===== src/rtl/spi_cmd_pkg.sv =====
// constants shared by the position command port
package spi_cmd_pkg;

    // command codes, first byte of every frame
    localparam logic [7:0] OP_ACTIVATE = 8'hB0;
    localparam logic [7:0] OP_POS_READ = 8'hA6;
    localparam logic [7:0] OP_POS_STATUS = 8'hF5;
    localparam logic [7:0] OP_REG_READ = 8'h8A;
    localparam logic [7:0] OP_REG_WRITE = 8'hCF;
    localparam logic [7:0] OP_REG_STATUS = 8'hAD;

    // register addresses, low five bits of the address byte
    localparam logic [4:0] ADR_OUTPUT_FORMAT = 5'h07;
    localparam logic [4:0] ADR_SHIFT_LENGTH = 5'h08;
    localparam logic [4:0] ADR_FLEX_CTRL = 5'h0B;
    localparam logic [4:0] ADR_RESOLUTION = 5'h0E;
    localparam logic [4:0] ADR_SUB_LO = 5'h0F;
    localparam logic [4:0] ADR_SUB_MID = 5'h10;
    localparam logic [4:0] ADR_SUB_HI = 5'h11;
    localparam logic [4:0] ADR_LAST_RW = 5'h11;
    localparam logic [4:0] ADR_STATUS = 5'h12;
    localparam int NUM_CFG = 18;

    // field positions
    localparam int BINARY_FORMAT_BIT = 6;
    localparam int SHIFT_LENGTH_LSB = 0;
    localparam int NATIVE_SEL_BIT = 2;
    localparam int RES_IPO_LSB = 5;
    localparam int ACT_REG_BIT = 1;
    localparam int ACT_POS_BIT = 0;

    // spi status byte
    localparam int ST_ERROR = 7;
    localparam int ST_DISMISS = 3;
    localparam int ST_FAIL = 2;
    localparam int ST_BUSY = 1;
    localparam int ST_VALID = 0;

    // values after reset
    localparam logic REG_EN_RESET = 1'b1;
    localparam logic POS_EN_RESET = 1'b0;
    localparam logic [NUM_CFG-1:0][7:0] CFG_RESET = {
        8'hA0, 8'h00, 8'h00, 8'h00, 8'h00, 8'h00, 8'h8E, 8'h00, 8'h00,
        8'h18, 8'h09, 8'h60, 8'hC0, 8'hC0, 8'hC0, 8'hC0, 8'hA0, 8'hA0};

    // position frame
    localparam int POS_BITS = 18;
    localparam logic [4:0] POS_BITS_W = 5'h12;
    localparam logic [2:0] LEN_SHORT_MIN = 3'h2;
    localparam logic [7:0][4:0] LEN_USED_BITS = {
        5'h0C, 5'h0D, 5'h0D, 5'h0E, 5'h0F, 5'h10, 5'h11, 5'h12};
    localparam logic [2:0] BYTE_CNT_MAX = 3'h4;

    // frame phase
    typedef enum logic [2:0] {
        PH_IDLE = 3'b001,
        PH_OPCODE = 3'b010,
        PH_BODY = 3'b100
    } phase_e;

endpackage : spi_cmd_pkg


===== src/rtl/spi_slave_position_cmd_port.sv =====
// spi command port with register file, position frame and write fifo
// Function
// - works in spi modes 0 and 3; mosi is taken on rising sclk edges
// - miso is high impedance while chip select is low
// - chip select rising starts a frame; mosi is echoed on miso
// - all traffic is whole bytes, most significant bit first
// - chip select falling ends the frame and releases miso
// - first byte is the command: activate b0, position read a6, status f5
// - register read 8a, register write cf, register status ad
// - activate loads both enables and clears fail, valid, busy, dismiss in one step
// - byte after activate: bit 1 register channel, bit 0 position channel
// - after power-on register channel on, position channel off
// - register commands refused and error set while register channel off
// - position read refused and error set while position channel off
// - refused commands are still echoed from mosi to miso
// - position captured on first rising sclk of frame, then up to three bytes
// - bit 6 of address 07 picks gray (0) or binary (1) output
// - invalid position sets error and sends all position bytes as zero
// - length field 08 bits 2:0 sets frame length and used bit count
// - length two or more sends two position bytes, otherwise three
// - position msb first, left-justified, lower frame bits zero
// - programmable resolution mode takes valid bits from sub-resolution value
// - native mode takes valid bits from interpolator field 0e bits 6:5
// - status byte: error 7, dismiss 3, fail 2, busy 1, valid 0
// - register read streams from incrementing addresses while selected
// - status refreshed on each register access; error follows last command

module write_fifo #(
    parameter int WIDTH = 13,
    parameter int DEPTH = 16
) (
    // clock and reset
    input wire logic clk,
    input wire logic rst_n,
    // fill side
    input wire logic in_valid,
    output logic in_ready,
    input wire logic [WIDTH-1:0] in_data,
    // drain side
    output logic out_valid,
    input wire logic out_ready,
    output logic [WIDTH-1:0] out_data
);
    localparam int PW = $clog2(DEPTH);

    typedef struct packed {
        logic [DEPTH-1:0][WIDTH-1:0] mem;
        logic [PW-1:0] wr;
        logic [PW-1:0] rd;
        logic [PW:0] cnt;
    } fifo_s;

    fifo_s q;
    fifo_s d;
    logic push;
    logic pop;

    // count is one bit wider than the pointers so a full queue is told from an empty one
    assign in_ready = (q.cnt != (PW+1)'(DEPTH));
    assign out_valid = (q.cnt != '0);
    assign out_data = q.mem[q.rd];
    assign push = in_valid & in_ready;
    assign pop = out_valid & out_ready;

    always_comb
    begin
        d = q;
        if (push)
        begin
            d.mem[q.wr] = in_data;
            d.wr = (q.wr == PW'(DEPTH - 1)) ? '0 : q.wr + PW'(1);
        end
        if (pop)
        begin
            d.rd = (q.rd == PW'(DEPTH - 1)) ? '0 : q.rd + PW'(1);
        end
        d.cnt = q.cnt + (PW+1)'(push) - (PW+1)'(pop);
    end

    always_ff @(posedge clk or negedge rst_n)
    begin
        if (!rst_n)
        begin
            q <= '0;
        end
        else
        begin
            q <= d;
        end
    end
endmodule : write_fifo

module spi_slave_position_cmd_port #(
    parameter logic [3:0] CHIP_VERSION = 4'h5, // arbitrary value
    parameter int FIFO_DEPTH = 16
) (
    // clock and reset
    input wire logic mclk,
    input wire logic rst_n,
    // spi pins
    input wire logic spi_cs,
    input wire logic spi_sclk,
    input wire logic spi_mosi,
    output logic spi_miso,
    output logic spi_miso_oe_n,
    // position source, same clock
    input wire logic [17:0] position_value,
    input wire logic position_ok,
    // configuration seen by the rest of the device
    output logic register_channel_enable,
    output logic position_channel_enable,
    output logic binary_format_select,
    output logic [2:0] shift_length_sel,
    output logic config_parity_error
);
    typedef struct packed {
        logic [1:0] cs_s;
        logic [1:0] sclk_s;
        logic [1:0] mosi_s;
        logic sclk_prev;
        logic cs_prev;
        spi_cmd_pkg::phase_e ph;
        logic [2:0] bit_cnt;
        logic [2:0] byte_cnt;
        logic [7:0] rx_sh;
        logic [7:0] opcode;
        logic cmd_ok;
        logic [7:0] tx_sh;
        logic tx_on;
        logic miso;
        logic oe_n;
        logic [4:0] addr;
        logic addr_stop;
        logic first_rise;
        logic pos_bad;
        logic [23:0] pos_frame;
        logic reg_en;
        logic pos_en;
        logic err;
        logic dismiss;
        logic fail;
        logic busy;
        logic valid;
        logic [spi_cmd_pkg::NUM_CFG-1:0][7:0] cfg;
    } port_s;

    port_s q;
    port_s d;
    logic [1:0] rst_sync;
    logic rst_int_n;

    logic push_valid;
    logic push_ready;
    logic [12:0] push_data;
    logic drain_valid;
    logic drain_ready;
    logic [12:0] drain_data;

    logic [17:0] sub_res;
    logic [4:0] valid_bits;
    logic [4:0] used_bits;
    logic [17:0] pos_code;
    logic [23:0] pos_mask;
    logic [7:0] status_byte;
    logic [7:0] status_reg;
    logic [7:0] read_byte;
    logic parity_any;

    // reset release through two flops
    always_ff @(posedge mclk or negedge rst_n)
    begin
        if (!rst_n)
        begin
            rst_sync <= 2'h0;
        end
        else
        begin
            rst_sync <= {rst_sync[0], 1'b1};
        end
    end
    assign rst_int_n = rst_sync[1];

    // register writes queue here; draining waits while a read stream runs
    write_fifo #(
        .WIDTH(13),
        .DEPTH(FIFO_DEPTH)
    ) u_write_fifo (
        .clk(mclk),
        .rst_n(rst_int_n),
        .in_valid(push_valid),
        .in_ready(push_ready),
        .in_data(push_data),
        .out_valid(drain_valid),
        .out_ready(drain_ready),
        .out_data(drain_data)
    );

    assign drain_ready = ~(q.ph == spi_cmd_pkg::PH_BODY && q.opcode == spi_cmd_pkg::OP_REG_READ);

    // frame layout from configuration
    always_comb
    begin
        sub_res = {q.cfg[spi_cmd_pkg::ADR_SUB_HI][3:0], q.cfg[spi_cmd_pkg::ADR_SUB_MID][6:0],
                   q.cfg[spi_cmd_pkg::ADR_SUB_LO][6:0]};
        valid_bits = 5'h00;
        if (q.cfg[spi_cmd_pkg::ADR_FLEX_CTRL][spi_cmd_pkg::NATIVE_SEL_BIT])
        begin
            valid_bits = spi_cmd_pkg::POS_BITS_W -
                {3'h0, q.cfg[spi_cmd_pkg::ADR_RESOLUTION][spi_cmd_pkg::RES_IPO_LSB +: 2]};
        end
        else
        begin
            for (int i = 0; i < spi_cmd_pkg::POS_BITS; i++)
            begin
                if (sub_res[i])
                begin
                    valid_bits = 5'(i + 1);
                end
            end
        end
        used_bits = spi_cmd_pkg::LEN_USED_BITS[q.cfg[spi_cmd_pkg::ADR_SHIFT_LENGTH][2:0]];
        if (valid_bits < used_bits)
        begin
            used_bits = valid_bits;
        end
        pos_mask = ~(24'hFFFFFF >> used_bits);
        if (q.cfg[spi_cmd_pkg::ADR_OUTPUT_FORMAT][spi_cmd_pkg::BINARY_FORMAT_BIT])
        begin
            pos_code = position_value;
        end
        else
        begin
            pos_code = position_value ^ (position_value >> 1);
        end
        parity_any = 1'b0;
        for (int i = 0; i < spi_cmd_pkg::NUM_CFG; i++)
        begin
            parity_any = parity_any | (^q.cfg[i]);
        end
    end

    // status byte and register read data
    always_comb
    begin
        status_byte = 8'h00;
        status_byte[spi_cmd_pkg::ST_ERROR] = q.err;
        status_byte[spi_cmd_pkg::ST_DISMISS] = q.dismiss;
        status_byte[spi_cmd_pkg::ST_FAIL] = q.fail;
        status_byte[spi_cmd_pkg::ST_BUSY] = q.busy;
        status_byte[spi_cmd_pkg::ST_VALID] = q.valid;
        status_reg = {CHIP_VERSION, 1'b0, parity_any, 1'b0, position_ok};
        if (q.addr == spi_cmd_pkg::ADR_STATUS)
        begin
            read_byte = status_reg;
        end
        else if (q.addr <= spi_cmd_pkg::ADR_LAST_RW)
        begin
            read_byte = q.cfg[q.addr];
        end
        else
        begin
            read_byte = 8'h00;
        end
    end

    // write requests leave on the last rising edge of a data byte
    always_comb
    begin
        push_data = {q.addr, q.rx_sh[6:0], q.mosi_s[1]};
        push_valid = (q.ph == spi_cmd_pkg::PH_BODY) && q.cmd_ok && q.cs_s[1] && q.sclk_s[1] && !q.sclk_prev &&
                     (q.bit_cnt == 3'h7) && (q.opcode == spi_cmd_pkg::OP_REG_WRITE) &&
                     (q.byte_cnt >= 3'h2) && !q.addr_stop && (q.addr <= spi_cmd_pkg::ADR_LAST_RW);
    end

    always_comb
    begin
        logic cs;
        logic sck;
        logic mosi;
        logic rise;
        logic fall;
        logic [7:0] rx_byte;
        logic [7:0] tx_byte;
        logic tx_load;
        cs = q.cs_s[1];
        sck = q.sclk_s[1];
        mosi = q.mosi_s[1];
        rise = cs & sck & ~q.sclk_prev;
        fall = cs & ~sck & q.sclk_prev;
        rx_byte = {q.rx_sh[6:0], mosi};
        tx_byte = 8'h00;
        tx_load = 1'b0;
        d = q;
        d.cs_s = {q.cs_s[0], spi_cs};
        d.sclk_s = {q.sclk_s[0], spi_sclk};
        d.mosi_s = {q.mosi_s[0], spi_mosi};
        d.sclk_prev = sck;
        d.cs_prev = cs;

        if (drain_valid && drain_ready)
        begin
            d.cfg[drain_data[12:8]] = drain_data[7:0];
        end

        if (!cs)
        begin
            d.ph = spi_cmd_pkg::PH_IDLE;
            d.tx_on = 1'b0;
            d.cmd_ok = 1'b0;
        end
        else if (!q.cs_prev)
        begin
            d.ph = spi_cmd_pkg::PH_OPCODE;
            d.bit_cnt = 3'h0;
            d.byte_cnt = 3'h0;
            d.first_rise = 1'b1;
            d.tx_on = 1'b0;
        end
        else if (rise)
        begin
            d.rx_sh = rx_byte;
            d.bit_cnt = q.bit_cnt + 3'h1;
            if (q.first_rise)
            begin
                d.first_rise = 1'b0;
                d.pos_bad = ~position_ok;
                d.pos_frame = position_ok ? ({pos_code, 6'h00} & pos_mask) : 24'h000000;
            end
            if (q.bit_cnt == 3'h7)
            begin
                if (q.byte_cnt != spi_cmd_pkg::BYTE_CNT_MAX)
                begin
                    d.byte_cnt = q.byte_cnt + 3'h1;
                end
                if (q.ph == spi_cmd_pkg::PH_OPCODE)
                begin
                    d.opcode = rx_byte;
                    d.ph = spi_cmd_pkg::PH_BODY;
                    case (rx_byte)
                        spi_cmd_pkg::OP_ACTIVATE,
                        spi_cmd_pkg::OP_POS_STATUS:
                        begin
                            d.cmd_ok = 1'b1;
                            d.err = 1'b0;
                        end
                        spi_cmd_pkg::OP_POS_READ:
                        begin
                            d.cmd_ok = q.pos_en;
                            d.err = ~q.pos_en | q.pos_bad | d.pos_bad;
                        end
                        spi_cmd_pkg::OP_REG_READ,
                        spi_cmd_pkg::OP_REG_WRITE,
                        spi_cmd_pkg::OP_REG_STATUS:
                        begin
                            d.cmd_ok = q.reg_en;
                            d.err = ~q.reg_en;
                        end
                        default:
                        begin
                            d.cmd_ok = 1'b0;
                            d.err = 1'b1;
                        end
                    endcase
                end
                else if (q.ph == spi_cmd_pkg::PH_BODY && q.cmd_ok)
                begin
                    case (q.opcode)
                        spi_cmd_pkg::OP_ACTIVATE:
                        begin
                            // clear and reload in one step, so a cut frame changes nothing
                            if (q.byte_cnt == 3'h1)
                            begin
                                d.reg_en = rx_byte[spi_cmd_pkg::ACT_REG_BIT];
                                d.pos_en = rx_byte[spi_cmd_pkg::ACT_POS_BIT];
                                d.fail = 1'b0;
                                d.valid = 1'b0;
                                d.busy = 1'b0;
                                d.dismiss = 1'b0;
                            end
                        end
                        spi_cmd_pkg::OP_REG_READ,
                        spi_cmd_pkg::OP_REG_WRITE:
                        begin
                            if (q.byte_cnt == 3'h1)
                            begin
                                d.addr = rx_byte[4:0];
                                d.addr_stop = 1'b0;
                            end
                            else
                            begin
                                d.valid = position_ok;
                                d.busy = drain_valid;
                                if (q.opcode == spi_cmd_pkg::OP_REG_WRITE &&
                                    (q.addr > spi_cmd_pkg::ADR_LAST_RW || q.addr_stop))
                                begin
                                    d.dismiss = 1'b1;
                                    d.fail = 1'b1;
                                    d.addr_stop = 1'b1;
                                end
                                else if (push_valid && !push_ready)
                                begin
                                    // queue full: this byte is lost, master sees fail
                                    d.fail = 1'b1;
                                    d.addr_stop = 1'b1;
                                end
                                else if (!d.addr_stop)
                                begin
                                    d.addr = q.addr + 5'h01;
                                end
                            end
                        end
                        default:
                        begin
                        end
                    endcase
                end
            end
        end
        else if (fall)
        begin
            if (q.bit_cnt == 3'h0)
            begin
                if (q.ph == spi_cmd_pkg::PH_BODY && q.cmd_ok)
                begin
                    case (q.opcode)
                        spi_cmd_pkg::OP_POS_READ:
                        begin
                            case (q.byte_cnt)
                                3'h1:
                                begin
                                    tx_byte = q.pos_frame[23:16];
                                    tx_load = 1'b1;
                                end
                                3'h2:
                                begin
                                    tx_byte = q.pos_frame[15:8];
                                    tx_load = 1'b1;
                                end
                                3'h3:
                                begin
                                    tx_byte = q.pos_frame[7:0];
                                    tx_load = (q.cfg[spi_cmd_pkg::ADR_SHIFT_LENGTH][2:0] <
                                               spi_cmd_pkg::LEN_SHORT_MIN);
                                end
                                default:
                                begin
                                    tx_load = 1'b0;
                                end
                            endcase
                        end
                        spi_cmd_pkg::OP_REG_READ:
                        begin
                            if (q.byte_cnt >= 3'h2)
                            begin
                                tx_load = 1'b1;
                                if (q.addr > spi_cmd_pkg::ADR_STATUS || q.addr_stop)
                                begin
                                    d.dismiss = 1'b1;
                                    d.fail = 1'b1;
                                    d.addr_stop = 1'b1;
                                end
                                else
                                begin
                                    tx_byte = read_byte;
                                end
                            end
                        end
                        spi_cmd_pkg::OP_REG_STATUS:
                        begin
                            tx_byte = status_byte;
                            tx_load = (q.byte_cnt == 3'h1);
                        end
                        default:
                        begin
                            tx_load = 1'b0;
                        end
                    endcase
                end
                d.tx_on = tx_load;
                d.miso = tx_byte[7];
                d.tx_sh = {tx_byte[6:0], 1'b0};
            end
            else if (q.tx_on)
            begin
                d.miso = q.tx_sh[7];
                d.tx_sh = {q.tx_sh[6:0], 1'b0};
            end
        end

        if (!d.tx_on)
        begin
            d.miso = mosi;
        end
        d.oe_n = ~cs;
    end

    always_ff @(posedge mclk or negedge rst_int_n)
    begin
        if (!rst_int_n)
        begin
            q <= '0;
            q.ph <= spi_cmd_pkg::PH_IDLE;
            q.oe_n <= 1'b1;
            q.reg_en <= spi_cmd_pkg::REG_EN_RESET;
            q.pos_en <= spi_cmd_pkg::POS_EN_RESET;
            q.cfg <= spi_cmd_pkg::CFG_RESET;
        end
        else
        begin
            q <= d;
        end
    end

    assign spi_miso = q.miso;
    assign spi_miso_oe_n = q.oe_n;
    assign register_channel_enable = q.reg_en;
    assign position_channel_enable = q.pos_en;
    assign binary_format_select = q.cfg[spi_cmd_pkg::ADR_OUTPUT_FORMAT][spi_cmd_pkg::BINARY_FORMAT_BIT];
    assign shift_length_sel = q.cfg[spi_cmd_pkg::ADR_SHIFT_LENGTH][2:0];
    assign config_parity_error = parity_any;

endmodule : spi_slave_position_cmd_port


===== config.mk =====
export PLATFORM = sky130hd
export DESIGN_NAME = spi_slave_position_cmd_port
export DESIGN_NICKNAME = d
export VERILOG_FILES = /design/src/rtl/spi_cmd_pkg.sv /design/src/rtl/spi_slave_position_cmd_port.sv
export SDC_FILE = /design/constraint.sdc
export NUM_CORES = 1
export LEC_CHECK = 0
export CAP_MARGIN = 30
export CORE_ASPECT_RATIO = 1.25
export CORE_MARGIN = 5
export CORE_UTILIZATION = 50
export DETAILED_ROUTE_END_ITERATION = 7
export DONT_BUFFER_PORTS = 1
export PLACE_DENSITY = 0.74
export SLEW_MARGIN = 30
export SYNTH_ARGS = -nofsm -noshare
export SYNTH_HDL_FRONTEND = slang
export SYNTH_SLANG_ARGS = --single-unit

===== constraint.sdc =====
create_clock -name mclk -period 32.1 [get_ports mclk]
set_input_delay 3.21 -clock mclk [delete_from_list [all_inputs] [get_ports mclk]]
set_output_delay 3.21 -clock mclk [all_outputs]
set_load 0.02 [all_outputs]

# Word level (Yosys, flattened, before mapping)
# Memory sizes are Yosys's and may differ from the RTL's.
# Index checks and enable logic that the tools add are counted.
[op_classes]
mux = 113
eq_ne = 52
shifts = 1
reduce_logical = 66
n_addsub = 8
order_cmp = 13
multipliers = 0
bitwise = 37
n_div = 0
[ops]
columns = ["operator", "count"]
rows = [
  ["bitwise mux 208 bit", 1],
  ["bitwise mux 144 bit", 1],
  ["parity 8 bit", 18],
  ["two-way mux 5 bit", 23],
  ["two-way mux 26 bit", 4],
  ["== test 8 bit, second input constant", 11],
  ["two-way mux 8 bit", 9],
  ["binary-select mux 13 bit (select 4 bit)", 1],
  ["demux 13 bit (select 4 bit)", 1],
  ["one-hot mux 8 bit (3 select lines)", 2],
  ["binary-select mux 8 bit (select 5 bit)", 1],
  ["demux 8 bit (select 5 bit)", 1],
  ["two-way mux 9 bit", 4],
  ["two-way mux 29 bit", 1],
  ["two-way mux 1 bit", 28],
  ["AND reduction 14 bit", 2],
  ["two-way mux 13 bit", 2],
  ["two-way mux 25 bit", 1],
  ["AND 24 bit", 1],
  ["two-way mux 24 bit", 1],
  ["two-way mux 4 bit", 6],
  ["NOT 24 bit", 1],
  ["right shift 24 x 5 -> 24 bit, first input constant", 1],
  ["two-way mux 2 bit", 11],
  ["other kinds (57)", 158],
]
[word_totals]
memories = 1
regBits = 451
in_bits = 24
mem_bits_ro = 40
latchBits = 0
out_inout_bits = 9
mem_bits_rw = 0
[memory_table]
columns = ["name", "depth", "width", "rd", "rd_ports_with_merged_regs", "wr", "line_no", "text"]
rows = [
  ["(name not given)", 8, 5, 1, 0, 0, "spi_slave_position_cmd_port.sv:221", "used_bits = spi_cmd_pkg::LEN_USED_BITS[q.cfg[spi_cmd_pkg::ADR_SHIFT_LENGTH][2:0]];"],
]

# Depth between registers and ports, before layout
[logic_depth]
depth_word = 35
ltp_mapped = 17

# Cells and area by module
# Synthesis repeated with hierarchy kept, for this count alone.
[hier_totals]
hier_cells = 1837
area_unflattened_um2 = 23193.5
[by_module_without_submodules]
columns = ["module", "instances", "cells_each", "seq_area_each_um2", "area_each_um2"]
rows = [
  ["spi_slave_position_cmd_port", 1, 1133, 5589.1, 12853.6],
  ["write_fifo", 1, 704, 5530.3, 10339.9],
]

# Worst setup path after synthesis
# Ideal clock, no wire load.
[synth_timing]
path_type = "register to output"
startpoint = "register q (netlist bit shift_length_sel[0])"
endpoint = "output config_parity_error"
required_ps = 28890
stages_incl_launch_ff = 8
path_buffers = 0
arrival_ps = 1792
path_slack_ps = 27098
path_cell_list = "dfrtp_1 > inv_1 > ha_1 > xor2_1 > xnor2_1 > xnor2_1 > nor4_1 > nand4_1"
[synth_between]
elab_chain_len = 11
[synth_rtl]
columns = ["element", "line_no", "text"]
rows = [
  ["start: declaration", "spi_slave_position_cmd_port.sv:147", "port_s q;"],
  ["parity 8 bit", "spi_slave_position_cmd_port.sv:238", "parity_any = parity_any | (^q.cfg[i]);"],
  ["OR 1 bit (10 in series)", "spi_slave_position_cmd_port.sv:238", ""],
  ["end: declaration", "spi_slave_position_cmd_port.sv:114", "output logic config_parity_error"],
]
# No other way between the ends.

# Worst setup path after layout
# Same ends and word-level chain as after synthesis.

==> results by group <==
Critical path
  • CP required: between 20 and 30 ns
  • RR Startpoint: q[137]
  • Crit-path max FO: 6
  • Crit end category: output port
  • End of the worst register-to-register path: q[162]
  • Crit start category: flip-flop
  • Register-to-register setup slack: 27.76 ns
  • Depth of the worst register-to-register path: 12
  • Crit path DAT: between 2 and 3 ns
  • Kind of critical path: flip-flop to output port

Flow run
  • Max-cap violations: 0

Power and ir drop
  • Flop pwr share: 0.492
  • Switching power: ~0.26 mW
  • Comb pwr share: 0.022
  • Total power: about 1.2 mW
  • Leak: roughly 11 nW
  • Int Power: approximately 0.92 mW
  • Sw frac: 0.2213
  • Clk network pwr share: 0.486
  • Pwr dens: around 47 nW/µm²
  • Worst vdd ir: roughly 0.044 mV

Drt
  • Pre-Repair DR Iteration Count: 5
  • Post-DRT Antenna Nets: 0
  • WL final: 54410 µm
  • Drt drc: 0
  • First-iteration detailed-routing DRC count: 1004
  • Detailed-route via count: ~15000
  • Drt via density: between 6 and 7
  • WL/cell: approximately 23 µm

STA
  • Max Freq: between 150 and 200 MHz
  • Setup_tns: 0 ns
  • Final WS setup: ~26 ns
  • Worst-margin pin slew: roughly 0.85 ns
  • Relative slew margins: 0.4300
  • Period minus WS final: roughly 6.0 ns
  • RSZ-0062 raised after global routing: false
  • Final cycle utilization of the critical path: 0.1872
  • Max-slew violations: 0
  • Hold Fails Final Rpt: 0
  • # setup viols final: 0
  • Clock Skew: approximately 0.029 ns

Placement
  • Placed Area: ~24000 µm²
  • Port bufs: 0
  • DP Wirelength: around 37000 µm
  • Placer Congestion: between 0.9 and 1
  • Pre-CTS setup slack: around 27 ns

Finish
  • Fillers: approximately 3700
  • Final Core Density: 0.5475
  • Layout cells sized above 1: 0.3165
  • Fin area: about 25000 µm²
  • Commonest non-fill, non-tap cells in the layout: dfrtp_1, mux2_2, xnor2_1
  • Final nets: about 1800
  • Area of the multi-input gates: 11410 µm²
  • Most common cell after layout, fill and taps aside: dfrtp_1
  • Area growth syn-to-layout: 8.555%
  • Storage element area: 11130 µm²
  • Antenna cells: 0

Clock tree
  • Setup repair bufs after CTS: 0
  • Clock tree buffer depth: 3
  • Post_cts resized: 0
  • Clk sink count: 443
  • CTS tree: built
  • Clock root cell: clkbuf_16
  • Clock latency at the later pin of the worst-skew pair: about 0.58 ns
  • Worst-path clk slew: 0.06 ns
  • Num CTS Buffers: 46
  • Hold_buf cts: 0
  • Depth of the CTS H-tree: 2

Yosys
  • Syn Inst Count: 1827
  • Seq/Total Area, Yosys: 0.4778
  • Post-synth EDFFs: 0
  • Yosys cell types: 86
  • Post-synth top flop: dfrtp_1
  • Ys Warns: 0
  • Area of the mapped netlist: roughly 23000 µm²
  • Syn Area/Cell: roughly 13 µm²
  • Flops & latches, synth: between 400 and 500
  • Synthesized Nets: between 1500 and 2000
  • Post-synth ARST share: 1.000

Die
  • Ports: 33
  • Starting Density: 0.5044
  • Row cnt: slightly below 90
  • Area of the die: around 51000 µm²
  • Die height: roughly 250 µm
  • Core Area: 46130 µm²
  • Die width: slightly above 200 µm

GRT
  • Grt ovf: 0
  • Initial antenna violation count: 0
  • First-pass GRT wire length: approximately 88000 µm
  • Largest net degree at the start of global routing: 111
  • All-Layer GR Usage: 0.2131
  • Vias in the first global route: between 15000 and 20000

Hold path
  • Worst Hold Class: flip-flop to async pin

Run status
  • Status: finished, final reports clean
[cells in the mapped netlist, drive strengths merged, types with 3 or more instances]
master	count	area, µm²
a211o	3	26.28
a211oi	5	37.54
a21o	5	37.54
a21oi	34	170.2
a221oi	3	26.28
a22o	10	87.58
a22oi	7	52.55
a31oi	8	50.05
a32o	10	100.1
a41oi	3	26.28
and2	5	31.28
and3	5	31.28
buf	48	370.3
clkbuf	61	229.0
dfrtp	416	10410
dfstp	27	709.4
ha	30	375.4
inv	43	161.4
mux2	325	3757
mux2i	38	380.4
mux4	79	1798
nand2	119	446.7
nand2b	25	163.9
nand3	37	370.4
nand3b	3	22.52
nand4	13	81.33
nor2	66	387.9
nor2b	17	106.4
nor3	20	100.1
nor3b	4	35.03
nor4	13	96.34
o211ai	5	37.54
o21a	4	30.03
o21ai	100	504.2
o221ai	14	122.6
o22ai	13	93.84
o311ai	6	52.55
o31ai	6	50.05
or2	10	62.56
or3	6	37.54
xnor2	129	1130
xor2	17	148.9
[logic make-up after synthesis]
| kind of cell | Yosys count | synth area share |
|---|---|---|
| fa+ha+maj | 31 | 0.01699 |
| buf+inv | 154 | 0.03301 |
| other cells | 1 | 0.0001612 |
| simple gates | 355 | 0.08980 |
| xor+xnor | 146 | 0.05495 |
| flops | 443 | 0.4778 |
| compound gates | 255 | 0.07216 |
| mux | 442 | 0.2551 |
[flip-flops by register name, indices dropped and copies added, names as in the netlist]
register	count
u_write_fifo.q	221
q	194
push_data	13
d	5
shift_length_sel	3
rst_sync	2
binary_format_select	1
position_channel_enable	1
register_channel_enable	1
spi_miso	1
spi_miso_oe_n	1
[per-layer routing]
layer,share of wire,GRT usage,vias to the layer above
met2,0.52,0.3773,362
met4,0.039,0.08422,0
met5,0,0,-
met3,0.039,0.02658,128
met1,0.40,0.2667,7603
li1,-,-,6544
[per-stage QoR]
stage,hold slack (ns),instances
finish,0.3265,2402
global route,0.3648,2402
CTS,0.3563,2401
detailed placement,0.3363,2317
global placement,0.3333,2315
floorplan,0.3312,1827
[critical path, stage by stage, from the launching register on]
cell	delay [ns]
dfrtp_1	0.54
inv_1	0.09
ha_1	0.35
xor2_1	0.17
xnor2_1	0.20
xnor2_1	0.11
nor4_1	0.37
nand4_1	0.39
[worst max path at each step]
stage                            to                start
2_1_floorplan  binary_format_select          rst_sync[1]
3_3_place_gp    config_parity_error  shift_length_sel[0]
3_5_place_dp    config_parity_error  shift_length_sel[0]
4_1_cts         config_parity_error  shift_length_sel[0]
5_1_grt         config_parity_error  shift_length_sel[0]
6_report        config_parity_error  shift_length_sel[0]
[cell type report]
class,instances,share of cell area
flip-flops and latches,443,0.4407
repair buffers,15,0.006637
clock inverters,19,0.01387
well taps,585,0.02898
clock buffers,65,0.05156
multi-input cells,1230,0.4516
inverters,45,0.006687
[power by group through the flow]
| stage | Sequential [mW] | Combinational (mW) | Clock, mW |
|---|---|---|---|
| 2_1_floorplan | 0.587 | 0.0215 | 0 |
| 3_3_place_gp | 0.594 | 0.0239 | 0 |
| 4_1_cts | 0.584 | 0.0255 | 0.587 |
| 3_5_place_dp | 0.594 | 0.0254 | 0 |
| 5_1_grt | 0.585 | 0.0301 | 0.610 |
| 6_report | 0.583 | 0.0260 | 0.576 |
No activity file was read; power rests on OpenSTA's default activity.
